File: src/design/irq_regs_map.svh
/*
 * Holds the register addresses, field positions, reset values and source
 * order numbers of the interrupt enable and priority register set.
 * Assumes it is included by its bare name wherever these values are needed.
 */
`ifndef IRQ_REGS_MAP_SVH
`define IRQ_REGS_MAP_SVH

// ==========================================================================
// register addresses on the special-function register port
`define ENABLE_MAIN_ADDR 8'hA8
`define PRIORITY_MAIN_ADDR 8'hB8
`define ENABLE_EXT_ADDR 8'hE6
`define PRIORITY_EXT_ADDR 8'hF6

// ==========================================================================
// reset values
`define ENABLE_MAIN_RESET 8'h00
`define PRIORITY_MAIN_RESET 8'h80
`define ENABLE_EXT_RESET 8'h00
`define PRIORITY_EXT_RESET 8'h00
`define UNMAPPED_READ 8'h00

// ==========================================================================
// field positions
`define GLOBAL_GATE_BIT 7
`define PRIORITY_UNUSED_BIT 7

// ==========================================================================
// fixed source order numbers, lowest number wins within a level
`define SRC_COUNT 15
`define SRC_EXT_PIN0 4'h0
`define SRC_TIMER0 4'h1
`define SRC_EXT_PIN1 4'h2
`define SRC_TIMER1 4'h3
`define SRC_UART 4'h4
`define SRC_TIMER2 4'h5
`define SRC_SERIAL_PORT 4'h6
`define SRC_WINDOW 4'h7
`define SRC_CONVERSION 4'h8
`define SRC_COUNTER_ARRAY 4'h9
`define SRC_CMP_FALL 4'hA
`define SRC_CMP_RISE 4'hB
`define SRC_LIN 4'hC
`define SRC_REGULATOR 4'hD
`define SRC_PORT_MATCH 4'hE

`endif

File: src/design/irq_regs_pkg.sv
/*
 * Holds the types of the interrupt enable and priority register set.
 * Assumes the map header supplies every number.
 */
`default_nettype none

package irq_regs_pkg;

    // ======================================================================
    // service nesting of the cpu
    typedef enum logic [1:0] {
        SERV_IDLE = 2'b00,
        SERV_LOW = 2'b01,
        SERV_HIGH = 2'b10,
        SERV_HIGH_OVER_LOW = 2'b11
    } serv_state_t;

    // ======================================================================
    // whole state of the control module
    typedef struct packed {
        logic [7:0] enable_main;
        logic [6:0] priority_main;
        logic [7:0] enable_ext;
        logic [7:0] priority_ext;
        serv_state_t serv;
        logic holdoff;
        logic req;
        logic [3:0] idx;
        logic level;
        logic [7:0] rdata;
    } ctrl_state_t;

endpackage : irq_regs_pkg

`default_nettype wire

File: src/design/irq_resolve_if.sv
/*
 * Carries gated pending requests and their levels to the priority
 * resolver and the winning source back.
 * Assumes both ends run on the same clock; the path is combinational.
 */
`timescale 1ns/100ps
`default_nettype none

interface irq_resolve_if;
    logic [14:0] pending;
    logic [14:0] level;
    logic grant_valid;
    logic [3:0] grant_idx;
    logic grant_level;

    modport ctrl (
        output pending,
        output level,
        input grant_valid,
        input grant_idx,
        input grant_level
    );

    modport arb (
        input pending,
        input level,
        output grant_valid,
        output grant_idx,
        output grant_level
    );
endinterface : irq_resolve_if

`default_nettype wire

File: src/design/irq_priority_resolver.sv
/*
 * Picks one source among gated pending requests: any high-level request
 * beats every low-level one, and within a level the lowest order number wins.
 * Assumes inputs are already masked; purely combinational.
 */
`timescale 1ns/100ps
`default_nettype none

module irq_priority_resolver (
    // resolver side of the carrier
    irq_resolve_if.arb res
);

    // ======================================================================
    // fixed-order search, low level first, then high level overwrites it
    always_comb begin
        res.grant_valid = 1'b0;
        res.grant_idx = 4'h0;
        res.grant_level = 1'b0;
        // walking downward lets the lowest number overwrite
        for (int i = 14; i >= 0; i--) begin
            if (res.pending[i] && !res.level[i] && !res.grant_level) begin
                res.grant_valid = 1'b1;
                res.grant_idx = 4'(i);
            end
        end
        for (int i = 14; i >= 0; i--) begin
            if (res.pending[i] && res.level[i]) begin // RULE23
                res.grant_valid = 1'b1;
                res.grant_idx = 4'(i);
                res.grant_level = 1'b1;
            end
        end
    end

endmodule : irq_priority_resolver

`default_nettype wire

File: src/design/irq_mask_priority_regs.sv
/*
 * Holds the interrupt enable and priority register set of an 8051-style
 * core, gates the peripheral requests and presents one resolved request
 * with its source number and level to the cpu vectoring logic.
 * Assumes every request flag is a level from logic on sys_clk_i, held by
 * its peripheral until software or the vectoring logic clears it there.
 */
//
// Contract
// RULE1: global gate at 0 blocks all sources; at 1 each mask decides.
// RULE2: main enable bit 6 masks serial peripheral port requests.
// RULE3: main enable bit 5 gates timer 2; either overflow flag requests.
// RULE4: main enable bit 4 masks the uart request.
// RULE5: main enable bit 3 gates the timer 1 overflow request.
// RULE6: main enable bit 1 gates the timer 0 overflow request.
// RULE7: main enable bit 2 masks external pin 1, bit 0 pin 0.
// RULE8: main priority top bit reads one and ignores writes.
// RULE9: main priority bits 6..4 set serial port, timer 2, uart level.
// RULE10: main priority bits 3..0 set timer 1, pin 1, timer 0, pin 0.
// RULE11: extended enable bit 7 masks port match.
// RULE12: extended enable bit 6 masks regulator dropout.
// RULE13: extended enable bit 5 masks the lin unit.
// RULE14: extended enable bits 4 and 3 mask comparator rise and fall.
// RULE15: extended enable bit 2 masks the counter array.
// RULE16: extended enable bit 1 gates conversion done.
// RULE17: extended enable bit 0 gates window compare.
// RULE18: extended priority bits 7..5 set port match, regulator, lin level.
// RULE19: extended priority bits 4 and 3 set comparator rise, fall level.
// RULE20: extended priority bits 2..0 set counter array, conversion, window.
// RULE21: pending requests are sampled and resolved every clock.
// RULE22: after a return, one more instruction runs before the next vector.
// RULE23: lowest order number wins per level; high preempts low service.
// RULE24: masks gate delivery only; source flags are never touched.
`timescale 1ns/100ps
`default_nettype none

`include "irq_regs_map.svh"

module irq_mask_priority_regs (
    // clock and reset
    input wire logic sys_clk_i,
    input wire logic reset_n_i,
    // special-function register port
    input wire logic [7:0] sfr_addr_i,
    input wire logic sfr_wr_i,
    input wire logic [7:0] sfr_wdata_i,
    input wire logic sfr_rd_i,
    output logic [7:0] sfr_rdata_o,
    // peripheral request flags
    input wire logic ext_pin0_request_i,
    input wire logic timer0_overflow_flag_i,
    input wire logic ext_pin1_request_i,
    input wire logic timer1_overflow_flag_i,
    input wire logic uart_request_i,
    input wire logic timer2_low_overflow_flag_i,
    input wire logic timer2_high_overflow_flag_i,
    input wire logic serial_port_request_i,
    input wire logic window_compare_flag_i,
    input wire logic conversion_done_flag_i,
    input wire logic counter_array_request_i,
    input wire logic comparator_fall_request_i,
    input wire logic comparator_rise_request_i,
    input wire logic lin_unit_request_i,
    input wire logic regulator_drop_request_i,
    input wire logic port_match_request_i,
    // cpu vectoring logic
    input wire logic cpu_vector_ack_i,
    input wire logic cpu_reti_i,
    input wire logic cpu_instr_done_i,
    output logic irq_req_o,
    output logic [3:0] irq_idx_o,
    output logic irq_level_o,
    // register fields seen by other logic
    output logic global_irq_gate_o
);

    // ======================================================================
    // state
    irq_regs_pkg::ctrl_state_t st_reg;
    irq_regs_pkg::ctrl_state_t st_next;

    logic [14:0] src_vec;
    logic [14:0] mask_vec;
    logic [14:0] level_vec;
    logic [14:0] gated_vec;
    logic global_irq_gate;
    logic grant_allowed;

    irq_resolve_if res ();

    // ======================================================================
    // source gathering in fixed order
    assign src_vec = {
        port_match_request_i,
        regulator_drop_request_i,
        lin_unit_request_i,
        comparator_rise_request_i,
        comparator_fall_request_i,
        counter_array_request_i,
        conversion_done_flag_i,
        window_compare_flag_i,
        serial_port_request_i,
        timer2_low_overflow_flag_i | timer2_high_overflow_flag_i, // RULE3
        uart_request_i,
        timer1_overflow_flag_i,
        ext_pin1_request_i,
        timer0_overflow_flag_i,
        ext_pin0_request_i
    };

    // order numbers line up with enable bits of both registers
    assign mask_vec = {st_reg.enable_ext, st_reg.enable_main[6:0]}; // RULE2 RULE4 RULE5 RULE6 RULE7 RULE11 RULE12 RULE13 RULE14 RULE15 RULE16 RULE17
    assign level_vec = {st_reg.priority_ext, st_reg.priority_main}; // RULE9 RULE10 RULE18 RULE19 RULE20
    assign global_irq_gate = st_reg.enable_main[`GLOBAL_GATE_BIT];

    // ======================================================================
    // per-source gating; flags themselves are never cleared here
    genvar g;
    generate
        for (g = 0; g < `SRC_COUNT; g++) begin : gate_gen
            assign gated_vec[g] = global_irq_gate & mask_vec[g] & src_vec[g]; // RULE1 RULE24
        end
    endgenerate

    assign res.pending = gated_vec;
    assign res.level = level_vec;

    irq_priority_resolver resolver_u (
        .res(res)
    );

    // ======================================================================
    // nesting: low service admits only high, high service admits none
    always_comb begin
        grant_allowed = 1'b0;
        unique case (st_reg.serv)
            irq_regs_pkg::SERV_IDLE: grant_allowed = 1'b1;
            irq_regs_pkg::SERV_LOW: grant_allowed = res.grant_level; // RULE23
            irq_regs_pkg::SERV_HIGH: grant_allowed = 1'b0;
            irq_regs_pkg::SERV_HIGH_OVER_LOW: grant_allowed = 1'b0;
        endcase
    end

    // ======================================================================
    // next state
    always_comb begin
        st_next = st_reg;

        // register writes
        if (sfr_wr_i) begin
            unique case (sfr_addr_i)
                `ENABLE_MAIN_ADDR: st_next.enable_main = sfr_wdata_i;
                `PRIORITY_MAIN_ADDR: st_next.priority_main = sfr_wdata_i[6:0]; // RULE8
                `ENABLE_EXT_ADDR: st_next.enable_ext = sfr_wdata_i;
                `PRIORITY_EXT_ADDR: st_next.priority_ext = sfr_wdata_i;
                default: ;
            endcase
        end

        // register reads, answered one cycle later
        if (sfr_rd_i) begin
            unique case (sfr_addr_i)
                `ENABLE_MAIN_ADDR: st_next.rdata = st_reg.enable_main;
                `PRIORITY_MAIN_ADDR: st_next.rdata = {1'b1, st_reg.priority_main}; // RULE8
                `ENABLE_EXT_ADDR: st_next.rdata = st_reg.enable_ext;
                `PRIORITY_EXT_ADDR: st_next.rdata = st_reg.priority_ext;
                default: st_next.rdata = `UNMAPPED_READ;
            endcase
        end

        // nesting level follows vector takes and returns
        if (cpu_vector_ack_i && st_reg.req) begin
            unique case (st_reg.serv)
                irq_regs_pkg::SERV_IDLE:
                    st_next.serv = st_reg.level ? irq_regs_pkg::SERV_HIGH
                                                : irq_regs_pkg::SERV_LOW;
                irq_regs_pkg::SERV_LOW: st_next.serv = irq_regs_pkg::SERV_HIGH_OVER_LOW; // RULE23
                irq_regs_pkg::SERV_HIGH: st_next.serv = irq_regs_pkg::SERV_HIGH;
                irq_regs_pkg::SERV_HIGH_OVER_LOW: st_next.serv = irq_regs_pkg::SERV_HIGH_OVER_LOW;
            endcase
        end else if (cpu_reti_i) begin
            unique case (st_reg.serv)
                irq_regs_pkg::SERV_IDLE: st_next.serv = irq_regs_pkg::SERV_IDLE;
                irq_regs_pkg::SERV_LOW: st_next.serv = irq_regs_pkg::SERV_IDLE;
                irq_regs_pkg::SERV_HIGH: st_next.serv = irq_regs_pkg::SERV_IDLE;
                irq_regs_pkg::SERV_HIGH_OVER_LOW: st_next.serv = irq_regs_pkg::SERV_LOW;
            endcase
        end

        // one full instruction must retire after a return
        st_next.holdoff = cpu_reti_i | (st_reg.holdoff & ~cpu_instr_done_i); // RULE22

        // re-resolved every cycle; a taken vector drops the request so
        // the same source is not presented twice while its flag clears
        st_next.req = res.grant_valid & grant_allowed & ~st_next.holdoff
                      & ~cpu_vector_ack_i; // RULE21 RULE22
        st_next.idx = res.grant_idx;
        st_next.level = res.grant_level;

        if (!reset_n_i) begin
            st_next.enable_main = `ENABLE_MAIN_RESET;
            st_next.priority_main = 7'(`PRIORITY_MAIN_RESET);
            st_next.enable_ext = `ENABLE_EXT_RESET;
            st_next.priority_ext = `PRIORITY_EXT_RESET;
            st_next.serv = irq_regs_pkg::SERV_IDLE;
            st_next.holdoff = 1'b0;
            st_next.req = 1'b0;
            st_next.idx = 4'h0;
            st_next.level = 1'b0;
            st_next.rdata = 8'h00;
        end
    end

    always_ff @(posedge sys_clk_i) begin
        st_reg <= st_next;
    end

    // ======================================================================
    // outputs
    assign sfr_rdata_o = st_reg.rdata;
    assign irq_req_o = st_reg.req;
    assign irq_idx_o = st_reg.idx;
    assign irq_level_o = st_reg.level;
    assign global_irq_gate_o = global_irq_gate;
endmodule : irq_mask_priority_regs

`default_nettype wire

File: config.mk
export PLATFORM = sky130hd
export DESIGN_NAME = irq_mask_priority_regs
export DESIGN_NICKNAME = d
export VERILOG_FILES = /design/src/design/irq_regs_pkg.sv /design/src/design/irq_resolve_if.sv /design/src/design/irq_priority_resolver.sv /design/src/design/irq_mask_priority_regs.sv
export VERILOG_INCLUDE_DIRS = /design/src /design/src/design
export SDC_FILE = /design/constraint.sdc
export NUM_CORES = 1
export LEC_CHECK = 0
export ABC_AREA = 1
export BUFFER_PORTS_ARGS = -buffer_cell sky130_fd_sc_hd__buf_4
export CORE_ASPECT_RATIO = 0.7
export CORE_UTILIZATION = 37
export DETAILED_ROUTE_END_ITERATION = 8
export GPL_ROUTABILITY_DRIVEN = 0
export PLACE_DENSITY = 0.62
export SLEW_MARGIN = 20
export SYNTH_ARGS = -nofsm -noshare
export SYNTH_HDL_FRONTEND = slang
export SYNTH_SLANG_ARGS = --single-unit
File: constraint.sdc
create_clock -name sys_clk_i -period 3.14 [get_ports sys_clk_i]
set_input_delay 0.157 -clock sys_clk_i [delete_from_list [all_inputs] [get_ports sys_clk_i]]
set_output_delay 0.157 -clock sys_clk_i [all_outputs]
set_load 0.02 [all_outputs]
# Yosys cells after proc, flatten, opt, wreduce, memory -nomap -nowiden
# Cells that the tools add are included.
# W data, S select, Z words.
# op_classes
reduce_logical	59
n_eq_ne	7
n_bitwise	40
muxes	81
# ops
cell	count
$mux W4	22
$mux W1	46
$and A1 B1 Y1	34
$eq A8 B8 Y1 const B	4
$pmux W8 S4	1
$logic_and A1 B1 Y1	31
$logic_not A1 Y1	15
$mux W3	4
$mux W2	5
$reduce_or A9 Y1	1
$reduce_and A2 Y1	4
$pmux W2 S3	1
$reduce_or A2 Y1	3
$reduce_or A3 Y1	2
$reduce_or A5 Y1	1
$eq A2 B2 Y1 const B	2
$not A1 Y1	4
$pmux W2 S2	1
$pmux W1 S3	1
$eq A2 B1 Y1 const B	1
$logic_not A2 Y1	1
$or A1 B1 Y1	2
$reduce_bool A2 Y1	1
# word_totals
register_bits	48
input_bits	39
out_inout_bits	15
elab_cells	200

# Longest topological paths before layout
# depth
ltp_word	36
ltp_mapped	28
ltp_nobuf	28

# Modules after synthesis
# From an unflattened synthesis, not the netlist that was laid out.
# unflattened
hier_cells	440
hier_area_um2	2855.2
# by_module_without_submodules
mod	seq_area_each_um2	area_each_um2	cells_each	n_inst
irq_mask_priority_regs	960.9	2363.5	321	1
irq_priority_resolver	0.0	491.7	119	1

# Worst setup path after synthesis
# Ideal clock, no wire load.
# synth_path
path_kind	register to register
startpoint	register st_reg, in the netlist global_irq_gate_o
endpoint	register st_reg, in the netlist irq_idx_o[0]
required_time_ps	3026
n_path_buf	1
setup_ps	114
path_stages_with_launch	27
slack_ps	1170
t_arrival_ps	1856
cell_sequence	dfxtp_1 -> buf_6 -> nand3_1 -> nor2_1 -> inv_1 -> nand2_1 -> nand2_1 -> nand2_1 -> nand2_1 -> nand2_1 -> nand2_1 -> nand2_1 -> nand2_1 -> nand2_1 -> nand2_1 -> nand2_1 -> nand2_1 -> nand2_1 -> nand2_1 -> nand2_1 -> nand2_1 -> nand2_1 -> nand2_1 -> nand2_1 -> nand2_1 -> nand2_1 -> a21oi_2
# synth_between
elab_chain_cells	31
elab_cells_between_ends	88
classes_between	mux (28); bitwise (30); reduce/logical (30)
# synth_lines
element	line	source
start, declared	irq_mask_priority_regs.sv:79	irq_regs_pkg::ctrl_state_t st_reg;
start signal, assigned	irq_mask_priority_regs.sv:215	st_reg <= st_next;
$and A1 B1 Y1 (2 in series)	irq_mask_priority_regs.sv:121	assign gated_vec[g] = global_irq_gate & mask_vec[g] & src_vec[g];
$logic_and A1 B1 Y1	irq_priority_resolver.sv:22	if (res.pending[i] && !res.level[i] && !res.grant_level) begin
$mux W4 (14 in series)	irq_priority_resolver.sv:22	
$mux W4 (7 in series)	irq_priority_resolver.sv:28	if (res.pending[i] && res.level[i]) begin
$mux W3 (4 in series)	irq_priority_resolver.sv:28	
$mux W2 (2 in series)	irq_priority_resolver.sv:28	
$mux W1	irq_priority_resolver.sv:28	
# Parallel ways exist; a longest one is shown, timed or not.
# A chain may end at the register's enable or synchronous reset.

# Worst setup path after layout
# Same ends and word-level chain as after synthesis.

==> impl_metrics.yaml <==
status:
  status: "finished clean"
worst_setup_path:
  crit_top_cell: "nand2_1"
  cp-start-kind: "flop"
  path_delay_family: "simple AND/OR/NAND/NOR gates"
  critPathMaxStageDelay_ns: 0.67
  cpMaxStageDelayCell: "dfxtp_1"
  critPathMaxFanout: 13
  critPathKind: "reg -> reg"
  required_ns: 3.39
  critPathCaptureType: "flop"
  critPathArrivalTime_ns: 2.64
  path_buf_inv: 0
timing:
  rsz0062_at_grt: "no"
  finalSetupViolCount: 0
  fin_skew_ns: 0.01369
  finalCriticalPeriod_ns: 2.389
  max_freq_mhz: 418.7
  hold_viol: 0
  slew_headroom: 0.6252
  tns_ns: 0
  final_max_slew_viol_count: 0
  min_period_over_period: 0.7607
  tightest_slew_ns: 0.5608
global_routing:
  grt_pass1_wl_um: 11640
  grt_usage: 0.2122
  grt-ovfl-total: 0
  grt_max_degree: 26
  grt_pass1_vias: 2322
  antenna_found_initial: 0
synthesis:
  ys_seq_elements: 48
  ys_types: 28
  ys_warn_count: 0
  syn_inst: 387
  synth.avg_cell_area_um2: 6.615
  synth_nets: 426
  yosys.cell_count.top_type: "nand2_1"
  synth_top_area_cell: "dfxtp_1"
  async_reset_ff_frac: 0
  synth_edf_count: 0
  synthTopCellsByArea: "dfxtp_1 38%, nand2_1 10%, inv_1 8.9%"
  ys_top_cells_by_count: "68 x nand2_1, 61 x inv_1, 50 x nor2_1"
  ys.flop_type: "dfxtp_1"
  synth_area_um2: 2560
  synth-seq-area-share: 0.3754
  yosysTopAreaCellShare: 0.3754
cells_and_area:
  multiInputGateArea_um2: 1219
  drive_gt1_frac: 0.1565
  diodes: 0
  nNetsFinal: 466
  seq_area_um2: 960.9
  fillers: 686
  syn_to_final_growth_pct: 18.91
clocking:
  cts_buffers: 5
  cts.sinks: 48
  cts_tree: "done"
  ctsResizeCount: 0
  clockBufferDepth: 2
  clkTransAtPathRegs_ns: 0.09
  clock_latency_ns: 0.31
  hold_buffers: 0
  h-tree-depth: 2
  cts_setup_buffers: 0
  clock-root-buffer: "clkbuf_8"
power_and_ir_drop:
  p_sw_frac: 0.2441
  vdd_drop_max_v: 0.0001891
  clockPowerShare: 0.368
  p_leak_nw: 1.232
  power.switching_mw: 0.2674
  combPwrFrac: 0.073
  total_power_mw: 1.095
  p_int_mw: 0.8279
  p_per_area_nw_per_um2: 359.8
  p_seq_frac: 0.559
detailed_routing:
  post_drt_wl_per_cell_um: 14.14
  drtPass1Iterations: 5
  met3_length_um: 619
  top_layer: "met4"
  drt_iter0_drc: 164
  routed_wl_um: 7337
  m1WireLength_um: 3539
  drc: 0
  final_antenna_net_count: 0
  vias: 2630
  viasPerCell: 5.067
  wl_met2_um: 3040
placement:
  port_buffers: 53
  dp_hpwl_um: 5599
die:
  rows: 24
  die_y_um: 71.60
  die_area_um2: 7261
  fp.coreArea_um2: 6456
  fp.dieW_um: 101.4
  pin_count: 54
  start_util: 0.3965
flow_run:
  maxCapViolations: 0
worst_hold_path:
  min_path_type: "in -> reg"
## final cells by class
class,count,area share
Multi-Input combinational cell,254,0.4003
Sequential cell,48,0.3157
Timing Repair Buffer,56,0.1381
Inverter,62,0.07645
Tap cell,91,0.03740
Clock buffer,6,0.02713
Clock inverter,2,0.004932
## stage by stage
step	hold WS (ns)	util	area, um^2	setup slack (ns)	cells
finish	0.05381	0.4715	3044	0.7514	519
global placement	0.3767	0.4564	2947	0.9125	511
global route	0.04722	0.4715	3044	0.4125	519
floorplan	0.2658	-	2560	1.170	387
detailed placement	0.3773	0.4564	2947	0.8076	511
CTS	0.04447	0.4715	3044	0.7911	519
## placed cells by master (no fill, tap or decap), drive strengths merged
master / instances
nand2: 68
or2: 1
a211oi: 9
nor4: 2
a31o: 1
a21oi: 37
dfxtp: 48
inv: 61
a311oi: 1
nor3: 6
nor2: 50
o2111ai: 1
nand3: 17
buf: 56
clkinvlp: 2
o21ai: 35
a21boi: 1
clkinv: 1
clkbuf: 6
o31ai: 1
a31oi: 2
o22ai: 12
o311a: 1
nand4: 9
## kinds of logic (layout without fill, tap and decap cells)
| group | after synthesis | after routing | synth area share |
|---|---|---|---|
| simple gates | 153 | 153 | 0.2532 |
| compound gates | 101 | 101 | 0.2229 |
| buf+inv | 85 | 126 | 0.1486 |
| flops | 48 | 48 | 0.3754 |
## power groups by stage
stage | registers, mW | logic (mW) | clock network (mW)
2_1_floorplan | 0.626 | 0.0249 | 0
3_3_place_gp | 0.626 | 0.0803 | 0
3_5_place_dp | 0.626 | 0.0797 | 0
4_1_cts | 0.612 | 0.0800 | 0.408
5_1_grt | 0.613 | 0.0880 | 0.427
6_report | 0.612 | 0.0802 | 0.403
## final timing paths
kind / from / end / slack, ns / depth (start not counted)
worst min register to register: sfr_rdata_o[2]$_SDFFE_PN0P_ / sfr_rdata_o[2]$_SDFFE_PN0P_ / 0.47 / 2
worst max-delay path: global_irq_gate_o$_SDFFE_PN0P_ / irq_idx_o[0]$_SDFF_PP0_ / 0.75 / 28
worst min-delay path: cpu_reti_i / st_reg[15]$_SDFFE_PN0P_ / 0.05 / 2
worst max register to register: global_irq_gate_o$_SDFFE_PN0P_ / irq_idx_o[0]$_SDFF_PP0_ / 0.75 / 28
## metal layers
metal,GRT usage,vias up
met1,0.3075,1158
met4,0.07729,0
met2,0.3069,114
li1,-,1346
met5,0,-
met3,0.04780,12
No activity file was read; power rests on OpenSTA's default activity.
